==> config.mk <==
export PLATFORM = sky130hd
export DESIGN_NAME = external_bus_cycle_sequencer
export DESIGN_NICKNAME = d
export VERILOG_FILES = /design/src/hdl/external_bus_cycle_sequencer.v /design/src/hdl/pin_sync2.v /design/src/hdl/word_buf2.v
export VERILOG_INCLUDE_DIRS = /design/src /design/src/common
export SDC_FILE = /design/constraint.sdc
export NUM_CORES = 1
export LEC_CHECK = 0
export ABC_AREA = 0
export CORE_MARGIN = 2
export CORE_UTILIZATION = 30
export CTS_BUF_LIST = sky130_fd_sc_hd__clkbuf_16
export DETAILED_ROUTE_END_ITERATION = 6
export DONT_BUFFER_PORTS = 1
export MAX_ROUTING_LAYER = met4
export PLACE_DENSITY = 0.48
export SYNTH_ARGS = -nofsm -noshare
export SYNTH_HDL_FRONTEND = slang
export SYNTH_SLANG_ARGS = --single-unit
==> constraint.sdc <==
create_clock -name mclk -period 3.2 [get_ports mclk]
set_input_delay 0 -clock mclk [delete_from_list [all_inputs] [get_ports mclk]]
set_output_delay 0 -clock mclk [all_outputs]
set_load 0.03 [all_outputs]
==> src/common/ebu_defs_defs.vh <==
// constants for the external bus cycle sequencer
`ifndef EBU_DEFS_DEFS_VH
`define EBU_DEFS_DEFS_VH
// register bus
`define RB_AW 8
`define REG_CFG 8'h00
`define REG_ADDR 8'h04
`define REG_WDATA 8'h08
`define REG_CMD 8'h0c
`define REG_STAT 8'h10
`define REG_RDATA 8'h14
// chip_select_timing_config fields
`define CFG_W 18
`define CFG_RST 18'h00001
`define CFG_AB_HI 2
`define CFG_AB_LO 0
`define CFG_C_HI 4
`define CFG_C_LO 3
`define CFG_D 5
`define CFG_E_HI 10
`define CFG_E_LO 6
`define CFG_F_HI 12
`define CFG_F_LO 11
`define CFG_RDY_EN 13
`define CFG_RDY_POL 14
`define CFG_RDY_ASYNC 15
`define CFG_MUX 16
`define CFG_EXT_PCLK 17
// command bits
`define CMD_GO 0
`define CMD_RNW 1
// phase lengths in phase_clock_unit
`define LEN_W 6
`define AB_ONE 3'h1
`define AB_TWO 3'h2
`define AB_FIVE 3'h5
`define LEN_ZERO 6'h00
`define LEN_ONE 6'h01
// bus width, address width
`define AW 24
`define DW 16
`define ADDR_RST 24'h000000
`define DATA_RST 16'h0000
`define RDATA_RST 32'h00000000
// transition spacing and system clock
`define MIN_TRANS_PS 12500
`define CLK_PERIOD_PS 10000
`define MIN_TRANS_CYC ((`MIN_TRANS_PS + `CLK_PERIOD_PS - 1) / `CLK_PERIOD_PS)
`define DIV_W 4
`endif

==> src/hdl/external_bus_cycle_sequencer.v <==
// external bus cycle sequencer with five programmable phases
//
// Summary of operation
// - every bus cycle runs address, second, third, access and final phase in that order; second, third and final phases of length 0 are skipped.
// - phase lengths come from the software-written chip_select_timing_config register.
// - lengths are address 1, 2 or 5, second 0-3, third 0-1, access 1-32, final 0-3 units.
// - with ready control on, the attached module stretches or ends the access phase.
// - with internal unit timing each phase unit spans at least 12.5 ns so bus pins never toggle faster.
// - the reference clock output is the system clock routed to the pin.
// - read data are captured on the edge that ends the read strobe.
// - data captured at that edge are not disturbed by later address or data changes.
// - multiplexed mode shares 16 lines for address then data; separate mode has 24+16 lines.
// - the active level of ready is chosen by configuration.
// - ready inactive at the sample point adds a waitstate, active ends the access phase.
// - asynchronous ready passes one extra flop stage, costing at most one waitstate.
`timescale 1ns/1ps
`default_nettype none
`include "ebu_defs_defs.vh"
module external_bus_cycle_sequencer (
  input wire mclk,
  input wire rst,
  input wire [`RB_AW-1:0] reg_addr,
  input wire [31:0] reg_wdata,
  input wire reg_wr,
  input wire reg_rd,
  output reg [31:0] reg_rdata,
  output wire reference_clock_out,
  input wire phase_clk,
  input wire ready_pin,
  output reg cs_n,
  output reg ale,
  output reg rd_n,
  output reg wr_n,
  output reg byte_high_enable_n,
  output reg [`AW-1:0] address_bus,
  input wire [`DW-1:0] shared_addr_data_lines_i,
  output reg [`DW-1:0] shared_addr_data_lines_o,
  output reg shared_addr_data_lines_oe,
  input wire [`DW-1:0] data_bus_i,
  output reg [`DW-1:0] data_bus_o,
  output reg data_bus_oe,
  output wire rd_word_valid,
  input wire rd_word_ready,
  output wire [`DW-1:0] rd_word
);

  // ==========================================================
  // states
  localparam S_IDLE = 6'h01;
  localparam S_AB = 6'h02;
  localparam S_C = 6'h04;
  localparam S_D = 6'h08;
  localparam S_E = 6'h10;
  localparam S_F = 6'h20;

  // ==========================================================
  // declarations
  reg [`CFG_W-1:0] cfg_q;
  reg [`AW-1:0] addr_q;
  reg [`DW-1:0] wdata_q;
  reg [`DW-1:0] last_rdata_q;
  reg rnw_q;
  reg [5:0] state_q;
  reg [5:0] state_d;
  reg [`LEN_W-1:0] cnt_q;
  reg [`LEN_W-1:0] cnt_d;
  reg [`DIV_W-1:0] div_q;
  reg pclk_prev_q;
  reg rdy_extra_q;
  reg start;
  reg capture;
  wire [33:0] pins_s;
  wire rdy_s;
  wire pclk_s;
  wire [`DW-1:0] shared_s;
  wire [`DW-1:0] dbus_s;
  wire tick;
  wire rdy_raw;
  wire rdy_active;
  wire multiplexed_mode;
  wire buf_in_ready;
  wire [1:0] buf_level;
  wire [`DW-1:0] cap_data;

  // ==========================================================
  // phase length decode
  function [`LEN_W-1:0] phase_len;
    input [5:0] st;
    input [`CFG_W-1:0] cfg;
    reg [2:0] ab;
    begin
      ab = cfg[`CFG_AB_HI:`CFG_AB_LO];
      case (st)
        S_AB: begin
          if (ab == `AB_ONE || ab == `AB_TWO || ab == `AB_FIVE) begin
            phase_len = {3'h0, ab};
          end else if (ab == 3'h0) begin
            phase_len = `LEN_ONE;
          end else begin
            phase_len = {3'h0, `AB_TWO};
          end
        end
        S_C: phase_len = {4'h0, cfg[`CFG_C_HI:`CFG_C_LO]};
        S_D: phase_len = {5'h00, cfg[`CFG_D]};
        S_E: phase_len = {1'b0, cfg[`CFG_E_HI:`CFG_E_LO]} + `LEN_ONE;
        S_F: phase_len = {4'h0, cfg[`CFG_F_HI:`CFG_F_LO]};
        default: phase_len = `LEN_ZERO;
      endcase
    end
  endfunction

  // ==========================================================
  // next phase, skipping empty ones
  function [5:0] next_phase;
    input [5:0] st;
    input [`CFG_W-1:0] cfg;
    begin
      case (st)
        S_IDLE: next_phase = S_AB;
        S_AB: begin
          if (phase_len(S_C, cfg) != `LEN_ZERO) begin
            next_phase = S_C;
          end else if (phase_len(S_D, cfg) != `LEN_ZERO) begin
            next_phase = S_D;
          end else begin
            next_phase = S_E;
          end
        end
        S_C: begin
          if (phase_len(S_D, cfg) != `LEN_ZERO) begin
            next_phase = S_D;
          end else begin
            next_phase = S_E;
          end
        end
        S_D: next_phase = S_E;
        S_E: begin
          if (phase_len(S_F, cfg) != `LEN_ZERO) begin
            next_phase = S_F;
          end else begin
            next_phase = S_IDLE;
          end
        end
        default: next_phase = S_IDLE;
      endcase
    end
  endfunction

  // ==========================================================
  // reference clock
  assign reference_clock_out = mclk;

  // ==========================================================
  // pin synchronisers
  pin_sync2 #(
    .W(34)
  ) pin_sync2_inst (
    .mclk(mclk),
    .rst(rst),
    .pin({ready_pin, phase_clk, shared_addr_data_lines_i, data_bus_i}),
    .sync(pins_s)
  );

  assign rdy_s = pins_s[33];
  assign pclk_s = pins_s[32];
  assign shared_s = pins_s[31:16];
  assign dbus_s = pins_s[15:0];
  assign multiplexed_mode = cfg_q[`CFG_MUX];

  // ==========================================================
  // phase unit timing
  always @(posedge mclk) begin
    if (rst) begin
      div_q <= {`DIV_W{1'b0}};
      pclk_prev_q <= 1'b0;
      rdy_extra_q <= 1'b0;
    end else begin
      pclk_prev_q <= pclk_s;
      rdy_extra_q <= rdy_s;
      if (state_q == S_IDLE || tick) begin
        div_q <= {`DIV_W{1'b0}};
      end else begin
        div_q <= div_q + 1'b1;
      end
    end
  end

  // with internal timing, one unit never shorter than the minimum transition spacing
  assign tick = cfg_q[`CFG_EXT_PCLK] ? (pclk_s & ~pclk_prev_q)
              : (div_q == (`MIN_TRANS_CYC - 1));

  // ==========================================================
  // ready handling
  assign rdy_raw = cfg_q[`CFG_RDY_ASYNC] ? rdy_extra_q : rdy_s;
  assign rdy_active = rdy_raw ^ ~cfg_q[`CFG_RDY_POL];

  // ==========================================================
  // sequencer
  always @* begin
    state_d = state_q;
    cnt_d = cnt_q;
    capture = 1'b0;
    start = reg_wr && reg_addr == `REG_CMD && reg_wdata[`CMD_GO] && state_q == S_IDLE
            && (!reg_wdata[`CMD_RNW] || buf_in_ready);
    case (state_q)
      S_IDLE: begin
        if (start) begin
          state_d = S_AB;
          cnt_d = phase_len(S_AB, cfg_q);
        end
      end
      S_AB, S_C, S_D, S_F: begin
        if (tick) begin
          if (cnt_q > `LEN_ONE) begin
            cnt_d = cnt_q - `LEN_ONE;
          end else begin
            state_d = next_phase(state_q, cfg_q);
            cnt_d = phase_len(state_d, cfg_q);
          end
        end
      end
      S_E: begin
        if (tick) begin
          if (cnt_q > `LEN_ONE) begin
            cnt_d = cnt_q - `LEN_ONE;
          end else if (cfg_q[`CFG_RDY_EN] && !rdy_active) begin
            cnt_d = `LEN_ONE;
          end else begin
            state_d = next_phase(S_E, cfg_q);
            cnt_d = phase_len(state_d, cfg_q);
            capture = rnw_q;
          end
        end
      end
      default: begin
        state_d = S_IDLE;
        cnt_d = `LEN_ZERO;
      end
    endcase
  end

  always @(posedge mclk) begin
    if (rst) begin
      state_q <= S_IDLE;
      cnt_q <= `LEN_ZERO;
      rnw_q <= 1'b0;
    end else begin
      state_q <= state_d;
      cnt_q <= cnt_d;
      if (start) begin
        rnw_q <= reg_wdata[`CMD_RNW];
      end
    end
  end

  // ==========================================================
  // read data capture and buffer
  assign cap_data = multiplexed_mode ? shared_s : dbus_s;

  word_buf2 #(
    .W(`DW)
  ) word_buf2_inst (
    .mclk(mclk),
    .rst(rst),
    .in_valid(capture),
    .in_ready(buf_in_ready),
    .in_data(cap_data),
    .out_valid(rd_word_valid),
    .out_ready(rd_word_ready),
    .out_data(rd_word),
    .level(buf_level)
  );

  // ==========================================================
  // bus pins
  always @(posedge mclk) begin
    if (rst) begin
      cs_n <= 1'b1;
      ale <= 1'b0;
      rd_n <= 1'b1;
      wr_n <= 1'b1;
      byte_high_enable_n <= 1'b1;
      address_bus <= `ADDR_RST;
      shared_addr_data_lines_o <= `DATA_RST;
      shared_addr_data_lines_oe <= 1'b0;
      data_bus_o <= `DATA_RST;
      data_bus_oe <= 1'b0;
      last_rdata_q <= `DATA_RST;
    end else begin
      cs_n <= (state_d == S_IDLE) || (state_d == S_F);
      byte_high_enable_n <= (state_d == S_IDLE);
      ale <= multiplexed_mode && state_d == S_AB;
      rd_n <= !(rnw_q && state_d == S_E);
      wr_n <= !(!rnw_q && state_d == S_E);
      if (state_q == S_IDLE && state_d == S_AB) begin
        address_bus <= addr_q;
      end
      if (capture) begin
        last_rdata_q <= cap_data;
      end
      if (multiplexed_mode && (state_d == S_AB || state_d == S_C)) begin
        shared_addr_data_lines_o <= addr_q[`DW-1:0];
        shared_addr_data_lines_oe <= 1'b1;
      end else if (multiplexed_mode && !rnw_q && (state_d == S_D || state_d == S_E || state_d == S_F)) begin
        shared_addr_data_lines_o <= wdata_q;
        shared_addr_data_lines_oe <= 1'b1;
      end else begin
        shared_addr_data_lines_oe <= 1'b0;
      end
      if (!multiplexed_mode && !rnw_q && (state_d == S_D || state_d == S_E || state_d == S_F)) begin
        data_bus_o <= wdata_q;
        data_bus_oe <= 1'b1;
      end else begin
        data_bus_oe <= 1'b0;
      end
    end
  end

  // ==========================================================
  // register file
  always @(posedge mclk) begin
    if (rst) begin
      cfg_q <= `CFG_RST;
      addr_q <= `ADDR_RST;
      wdata_q <= `DATA_RST;
    end else if (reg_wr) begin
      case (reg_addr)
        `REG_CFG: cfg_q <= reg_wdata[`CFG_W-1:0];
        `REG_ADDR: addr_q <= reg_wdata[`AW-1:0];
        `REG_WDATA: wdata_q <= reg_wdata[`DW-1:0];
        default: ;
      endcase
    end
  end

  always @(posedge mclk) begin
    if (rst) begin
      reg_rdata <= `RDATA_RST;
    end else if (reg_rd) begin
      case (reg_addr)
        `REG_CFG: reg_rdata <= {14'h0000, cfg_q};
        `REG_ADDR: reg_rdata <= {8'h00, addr_q};
        `REG_WDATA: reg_rdata <= {16'h0000, wdata_q};
        `REG_STAT: reg_rdata <= {16'h0000, 6'h00, buf_level, rnw_q, state_q == S_IDLE, state_q};
        `REG_RDATA: reg_rdata <= {16'h0000, last_rdata_q};
        default: reg_rdata <= `RDATA_RST;
      endcase
    end else begin
      reg_rdata <= `RDATA_RST;
    end
  end

endmodule
`default_nettype wire

==> src/hdl/pin_sync2.v <==
// two-flop synchroniser for a group of pin inputs
`timescale 1ns/1ps
`default_nettype none
module pin_sync2 #(
  parameter W = 1
) (
  input wire mclk,
  input wire rst,
  input wire [W-1:0] pin,
  output reg [W-1:0] sync
);
  reg [W-1:0] meta_q;
  always @(posedge mclk) begin
    if (rst) begin
      meta_q <= {W{1'b0}};
      sync <= {W{1'b0}};
    end else begin
      meta_q <= pin;
      sync <= meta_q;
    end
  end
endmodule
`default_nettype wire

==> src/hdl/word_buf2.v <==
// two-entry valid/ready buffer for read words
`timescale 1ns/1ps
`default_nettype none
module word_buf2 #(
  parameter W = 16
) (
  input wire mclk,
  input wire rst,
  input wire in_valid,
  output wire in_ready,
  input wire [W-1:0] in_data,
  output wire out_valid,
  input wire out_ready,
  output wire [W-1:0] out_data,
  output wire [1:0] level
);
  reg [W-1:0] mem_q [0:1];
  reg wptr_q;
  reg rptr_q;
  reg [1:0] cnt_q;
  wire push;
  wire pop;
  assign in_ready = (cnt_q != 2'h2);
  assign out_valid = (cnt_q != 2'h0);
  assign out_data = mem_q[rptr_q];
  assign level = cnt_q;
  assign push = in_valid & in_ready;
  assign pop = out_valid & out_ready;
  always @(posedge mclk) begin
    if (push) begin
      mem_q[wptr_q] <= in_data;
    end
  end
  always @(posedge mclk) begin
    if (rst) begin
      wptr_q <= 1'b0;
      rptr_q <= 1'b0;
      cnt_q <= 2'h0;
    end else begin
      if (push) begin
        wptr_q <= ~wptr_q;
      end
      if (pop) begin
        rptr_q <= ~rptr_q;
      end
      cnt_q <= cnt_q + {1'b0, push} - {1'b0, pop};
    end
  end
endmodule
`default_nettype wire

==> results of run 1 <==
registers in the layout, summed over array words and instances, names as in the netlist, 16 cells and up, named ones only:
register	flops
address_bus	24
pin_sync2_inst.meta_q	34
data_bus_o	16
addr_q	24
word_buf2_inst.mem_q	32
last_rdata_q	16
wdata_q	16
shared_addr_data_lines_o	16
pin_sync2_inst.sync	34
cfg_q	18
reg_rdata	24
power breakdown:
group | internal [W] | leakage (nW) | switching [W]
Combinational | 0.000144 | 2.23 | 0.000174
Clock | 0.00253 | 0.606 | 0.00150
Sequential | 0.00366 | 2.39 | 0.0000272
synth_stat cells, drive strengths merged (11+ instances only):
cell type  instances
dfxtp            253
nand2            145
a21oi            103
nor2              74
nor2b             73
clkbuf            62
mux2              55
mux2i             50
nand2b            37
edfxtp            32
nand3             31
inv               24
buf               21
o221a             18
o21ai             16
and3              13
nor3              12
a22oi             11
routing by layer:
layer	wire, um	vias to the layer above	GRT usage (%)	share of wire [%]
met4	1180	0	7.49	3.5
met3	2100	69	4.38	6.2
met1	15100	3998	22.7	44
li1	-	4026	-	-
met5	0	-	-	0
met2	15600	250	28.0	46
cell families (layout without fill, tap and decap cells):
| group | Yosys count | count (layout) | synth area share [%] |
|---|---|---|---|
| xor gates and xnor gates | 13 | 13 | 1.03 |
| and+or+nand+nor | 417 | 417 | 18.6 |
| buffers and inverters | 107 | 234 | 4.13 |
| other | 1 | 9 | 0.0339 |
| DFF | 285 | 285 | 54.5 |
| muxes | 105 | 105 | 10.1 |
| adders and majority gates | 7 | 7 | 0.793 |
| AOI/OAI and AO/OA | 178 | 178 | 10.8 |
critical path: cells and delay by family (launching register included):
kind            cells  cell delay [ps]
simple gates        2              830
buf+inv             4              640
fa+ha+maj           1              120
compound gates      4              980
flops               1              320
metrics by stage:
stage | hold slack, ps | power [W]
2_1_floorplan | 116 | 0.00402
3_3_place_gp | 0 | 0.00396
3_5_place_dp | 0 | 0.00396
4_1_cts | 0.462 | 0.00816
5_1_grt | 0.489 | 0.00832
6_report | 0.507 | 0.00804
worst paths after layout:
kind | slack (ps) | endpoint
setup / recovery | 200 | shared_addr_data_lines_o[5]
hold / removal | 0.5 | reference_clock_out
setup reg to reg | 200 | shared_addr_data_lines_o[5]
hold reg to reg | 430 | pin_sync2_inst.sync[24]
area by class of cell:
cell class / count / share of cell area (%)
clock inverters: 23 / 1.69
multi-input cells: 728 / 33.1
repair buffers: 149 / 10.3
diodes: 1 / 0.0180
flip-flops and latches: 285 / 43.2
inverters: 24 / 0.646
clock buffers: 38 / 6.82
well taps: 468 / 4.20
what timing repair did:
action	in CTS	in global routing
endpoints found under the hold margin	251	0
endpoints found under the setup margin	0	32
resized for setup	0	2
hold buffers	118	0
==> out/qor.txt, run 1 <==
Status - finished with violations
Failing checks - design-rule violations
Wire length per cell - 19.8 um
Area grow syn2layout - 26.2%
First-pass GRT wire length - 51200 um
Slew Limit Fails - 0
Total gr overflow - 0
FILL cells - 3631
Synth area leader - dfxtp_1
Yosys Warn Count - 0
Core footprint - 0.0364 mm2
Cell Pwr Density - 576 mW/mm2
Synth unique cells - 62
Routed wire length - 34000 um
RSZ-0062 raised after global routing - no
Initial Util - 30.3%
HP Start - mclk
Slowest cell delay on critical path - 490 ps
Die area - 0.0384 mm2
Fin. Hold Viols - 0
Critical-path cell list - inv_1 -> ha_1 -> or4b_4 -> a2111oi_4 -> buf_4 -> o211a_1 -> o41ai_4 -> buf_4 -> or3b_1 -> buf_4 -> o221a_2
Initial DRC Count - 584
Setup ws final - 196 ps
Post-placement cell count - 1536
Mean Syn Cell Area - 9.93 um2
Synth area leaders - dfxtp_1 46%, edfxtp_1 8.7%, mux2_2 5.6%
Setup-failing EPs final - 0
Final design utilization - 38.3%
Top FF cell, synth - dfxtp_1
Crit start category - flip-flop
Worst reg2reg path startpoint - div_q[1]
Commonest non-fill, non-tap cells in the layout - 253 x dfxtp_1, 145 x nand2_1, 117 x dlygate4sd3_1
Number of synthesized register bits - 285
Final net count - 1308
Actual slew at the worst max-slew pin - 1150 ps
Critical path class - reg2reg
EDFF count, synth - 32
Fin crit share - 93.9%
Postcts setup bufs - 0
Drt via density - 4.86
Clock-pin slew on the worst setup and hold paths - 60 ps
Period minus WS final - 3000 ps
Arr. time, crit path - 3410 ps
Clock Latency Late Sink - 520 ps
Port Buffers - 0
Post-Syn Instances - 1113
CTS buffer count - 34
Detail Route Antenna Nets - 0
Pin count of the biggest net entering global routing - 200
Slowest-stage cell, CP - or4b_4
Worst R2R Path Depth - 11
DR pass1 iterations - 7
FFs w/ async S/R, synth - 0%
H-Tree Level Count - 2
Largest buffer count on any clock path - 3
Hold path cells - 0
Crit path from - div_q[1]
DRC Markers - 2
Boundary Pins - 192
CTS Root Cell - clkbuf_16
Peak VDD IR - 256 uV
Skew final - 16.9 ps
Hold Path Class - clk2out
Layout cells sized above 1 - 13.7%
All-Layer GR Usage - 18.1%
Post-Syn Area - 0.0110 mm2
Lkg Pwr - 5.23 nW
Max-slew headroom - 23.0%
Chip height - 196 um
Setup crit end kind - flip-flop
Fmax achieved - 333 MHz
Synth top area share - 45.8%
Clock sink count - 285
Setup tns final - 0 ps
Final instance area - 0.0139 mm2
Crit-path max FO - 16
Initial antenna violation count - 0
Register area - 0.00603 mm2
Multi-input logic area - 0.00462 mm2
Commonest non-fill, non-tap cell in the layout - dfxtp_1
Post-DP Area - 0.0115 mm2
WP data required - 3610 ps
Via count - 8343
CTS tree - built
Post-synthesis sequential area ratio - 54.5%
Chip width - 196 um
Max Cap Viol - 0
Setup slack at placement - 47.0 ps
Final Wtd Congestion - 0.897
DPL Wire Length - 22300 um
Non-filler cells, final - 1716
Vias in the first global route - 8202
CP dominant cell by count - buf_4
Cell row count - 70
Note: power is estimated with default switching activity, not from simulation.
==> run 2: changes to the inputs <==
Settings changed: SETUP_SLACK_MARGIN set to 0.5.
==> out/qor.txt, run 2 (same netlist as run 1, synthesis figures left out) <==
Max-slew headroom - 31.2%
WP data required - 3600 ps
Commonest non-fill, non-tap cell in the layout - dfxtp_1
Initial Util - 30.3%
Die area - 0.0384 mm2
Detail Route Antenna Nets - 0
Fin. Hold Viols - 2
Crit start category - flip-flop
Failing checks - negative hold slack
Total gr overflow - 0
Final design utilization - 39.5%
Drt via density - 4.85
Crit-path max FO - 8
HP Start - reg_addr[2]
Chip height - 196 um
CTS Root Cell - clkbuf_16
First-pass GRT wire length - 51600 um
Hold Path Class - in2reg
Arr. time, crit path - 3440 ps
Ant. Diodes - 0
Vias in the first global route - 8240
CTS buffer count - 34
All-Layer GR Usage - 18.2%
Area grow syn2layout - 30.4%
Actual slew at the worst max-slew pin - 1030 ps
Largest buffer count on any clock path - 3
Pin count of the biggest net entering global routing - 170
Peak VDD IR - 259 uV
DR pass1 iterations - 5
Lkg Pwr - 5.47 nW
Setup crit end kind - flip-flop
Routed wire length - 34500 um
Initial DRC Count - 467
Slew Limit Fails - 0
Clock Latency Late Sink - 520 ps
Flop2flop setup slack - 160 ps
Register area - 0.00603 mm2
Final net count - 1326
Boundary Pins - 192
DPL Wire Length - 22100 um
Commonest non-fill, non-tap cells in the layout - 251 x dfxtp_1, 145 x nand2_1, 125 x dlygate4sd3_1
Clock-pin slew on the worst setup and hold paths - 60 ps
Final Wtd Congestion - 0.872
Critical path class - reg2reg
Via count - 8408
CTS tree - built
Fin crit share - 95.1%
Multi-input logic area - 0.00480 mm2
Fmax achieved - 328 MHz
Hold WS - -10.1 ps
Clock sink count - 285
Status - finished with violations
Crit path from - div_q[1]
Worst reg2reg path startpoint - div_q[1]
Skew final - 21.7 ps
FILL cells - 3585
Largest regs - pin_sync2_inst.meta_q: 34 flops, pin_sync2_inst.sync: 34 flops, word_buf2_inst.mem_q: 32 flops
Max Cap Viol - 0
Chip width - 196 um
Initial antenna violation count - 1
H-Tree Level Count - 2
Cell row count - 70
DRC Markers - 0
Port Buffers - 0
Core footprint - 0.0364 mm2
Wire length per cell - 19.9 um
Setup tns final - 0 ps
Cell Pwr Density - 552 mW/mm2
Layout cells sized above 1 - 15.4%
Setup-failing EPs final - 0
Period minus WS final - 3040 ps
RSZ-0062 raised after global routing - yes
-- run 2: cell type report --
type,instances,area share [%]
inverter,24,0.625
multi-input combinational,728,33.4
timing repair buffer,167,12.1
tap,468,4.07
sequential,285,41.9
clock inverter,25,1.61
clock buffer,37,6.43
-- run 2: worst paths after layout --
kind | end | depth (start not counted)
worst max register to register | shared_addr_data_lines_o[15] | 12
worst max-delay path | shared_addr_data_lines_o[15] | 12
worst min-delay path | reg_rdata[7] | 4
worst min register to register | pin_sync2_inst.sync[12] | 1
-- run 2: report_power, final --
| group | internal (W) | total [W] | switching, W |
|---|---|---|---|
| combinational | 0.000129 | 0.000283 | 0.000154 |
| sequential | 0.00366 | 0.00369 | 0.0000268 |
| clock | 0.00241 | 0.00398 | 0.00156 |
-- run 2: timing repair --
item                                    CTS  global route
cloned                                    1             2
endpoints found under the setup margin   49            84
gates resized for setup                  19            24
pin swaps                                 2             4
setup buffers                            12             0
hold buffers                            126             1
hold endpoints to repair                251             1
-- run 2: through the flow --
stage / setup WS [ps] / instances / total power [W] / hold slack, ps / instance area (um2)
floorplan: 362 / 1120 / 0.00402 / 116 / 11100
global placement: 163 / 1531 / 0.00396 / 0 / 11600
detailed placement: 131 / 1531 / 0.00396 / 0 / 11600
CTS: 223 / 1732 / 0.00806 / 0.540 / 14200
global route: 61.8 / 1734 / 0.00825 / 0.413 / 14400
finish: 155 / 1734 / 0.00794 / -10.1 / 14400
-- run 2: critical path, cell delays in order, from the launching register on --
cell	delay, ps
dfxtp_2	320
inv_2	60
ha_4	100
or4b_4	480
a2111oi_4	380
buf_6	180
and2_4	150
a32o_2	150
o41ai_4	60
buf_4	150
or3b_4	460
buf_12	170
o221a_2	260
-- run 2: metal layers --
layer / up-vias / part of all wire, % / global-route usage [%]
met2: 223 / 47 / 28.5
met5: - / 0 / -
met1: 4050 / 44 / 23.0
li1: 4066 / - / -
met4: 0 / 3.3 / 6.93
met3: 69 / 6.4 / 4.19
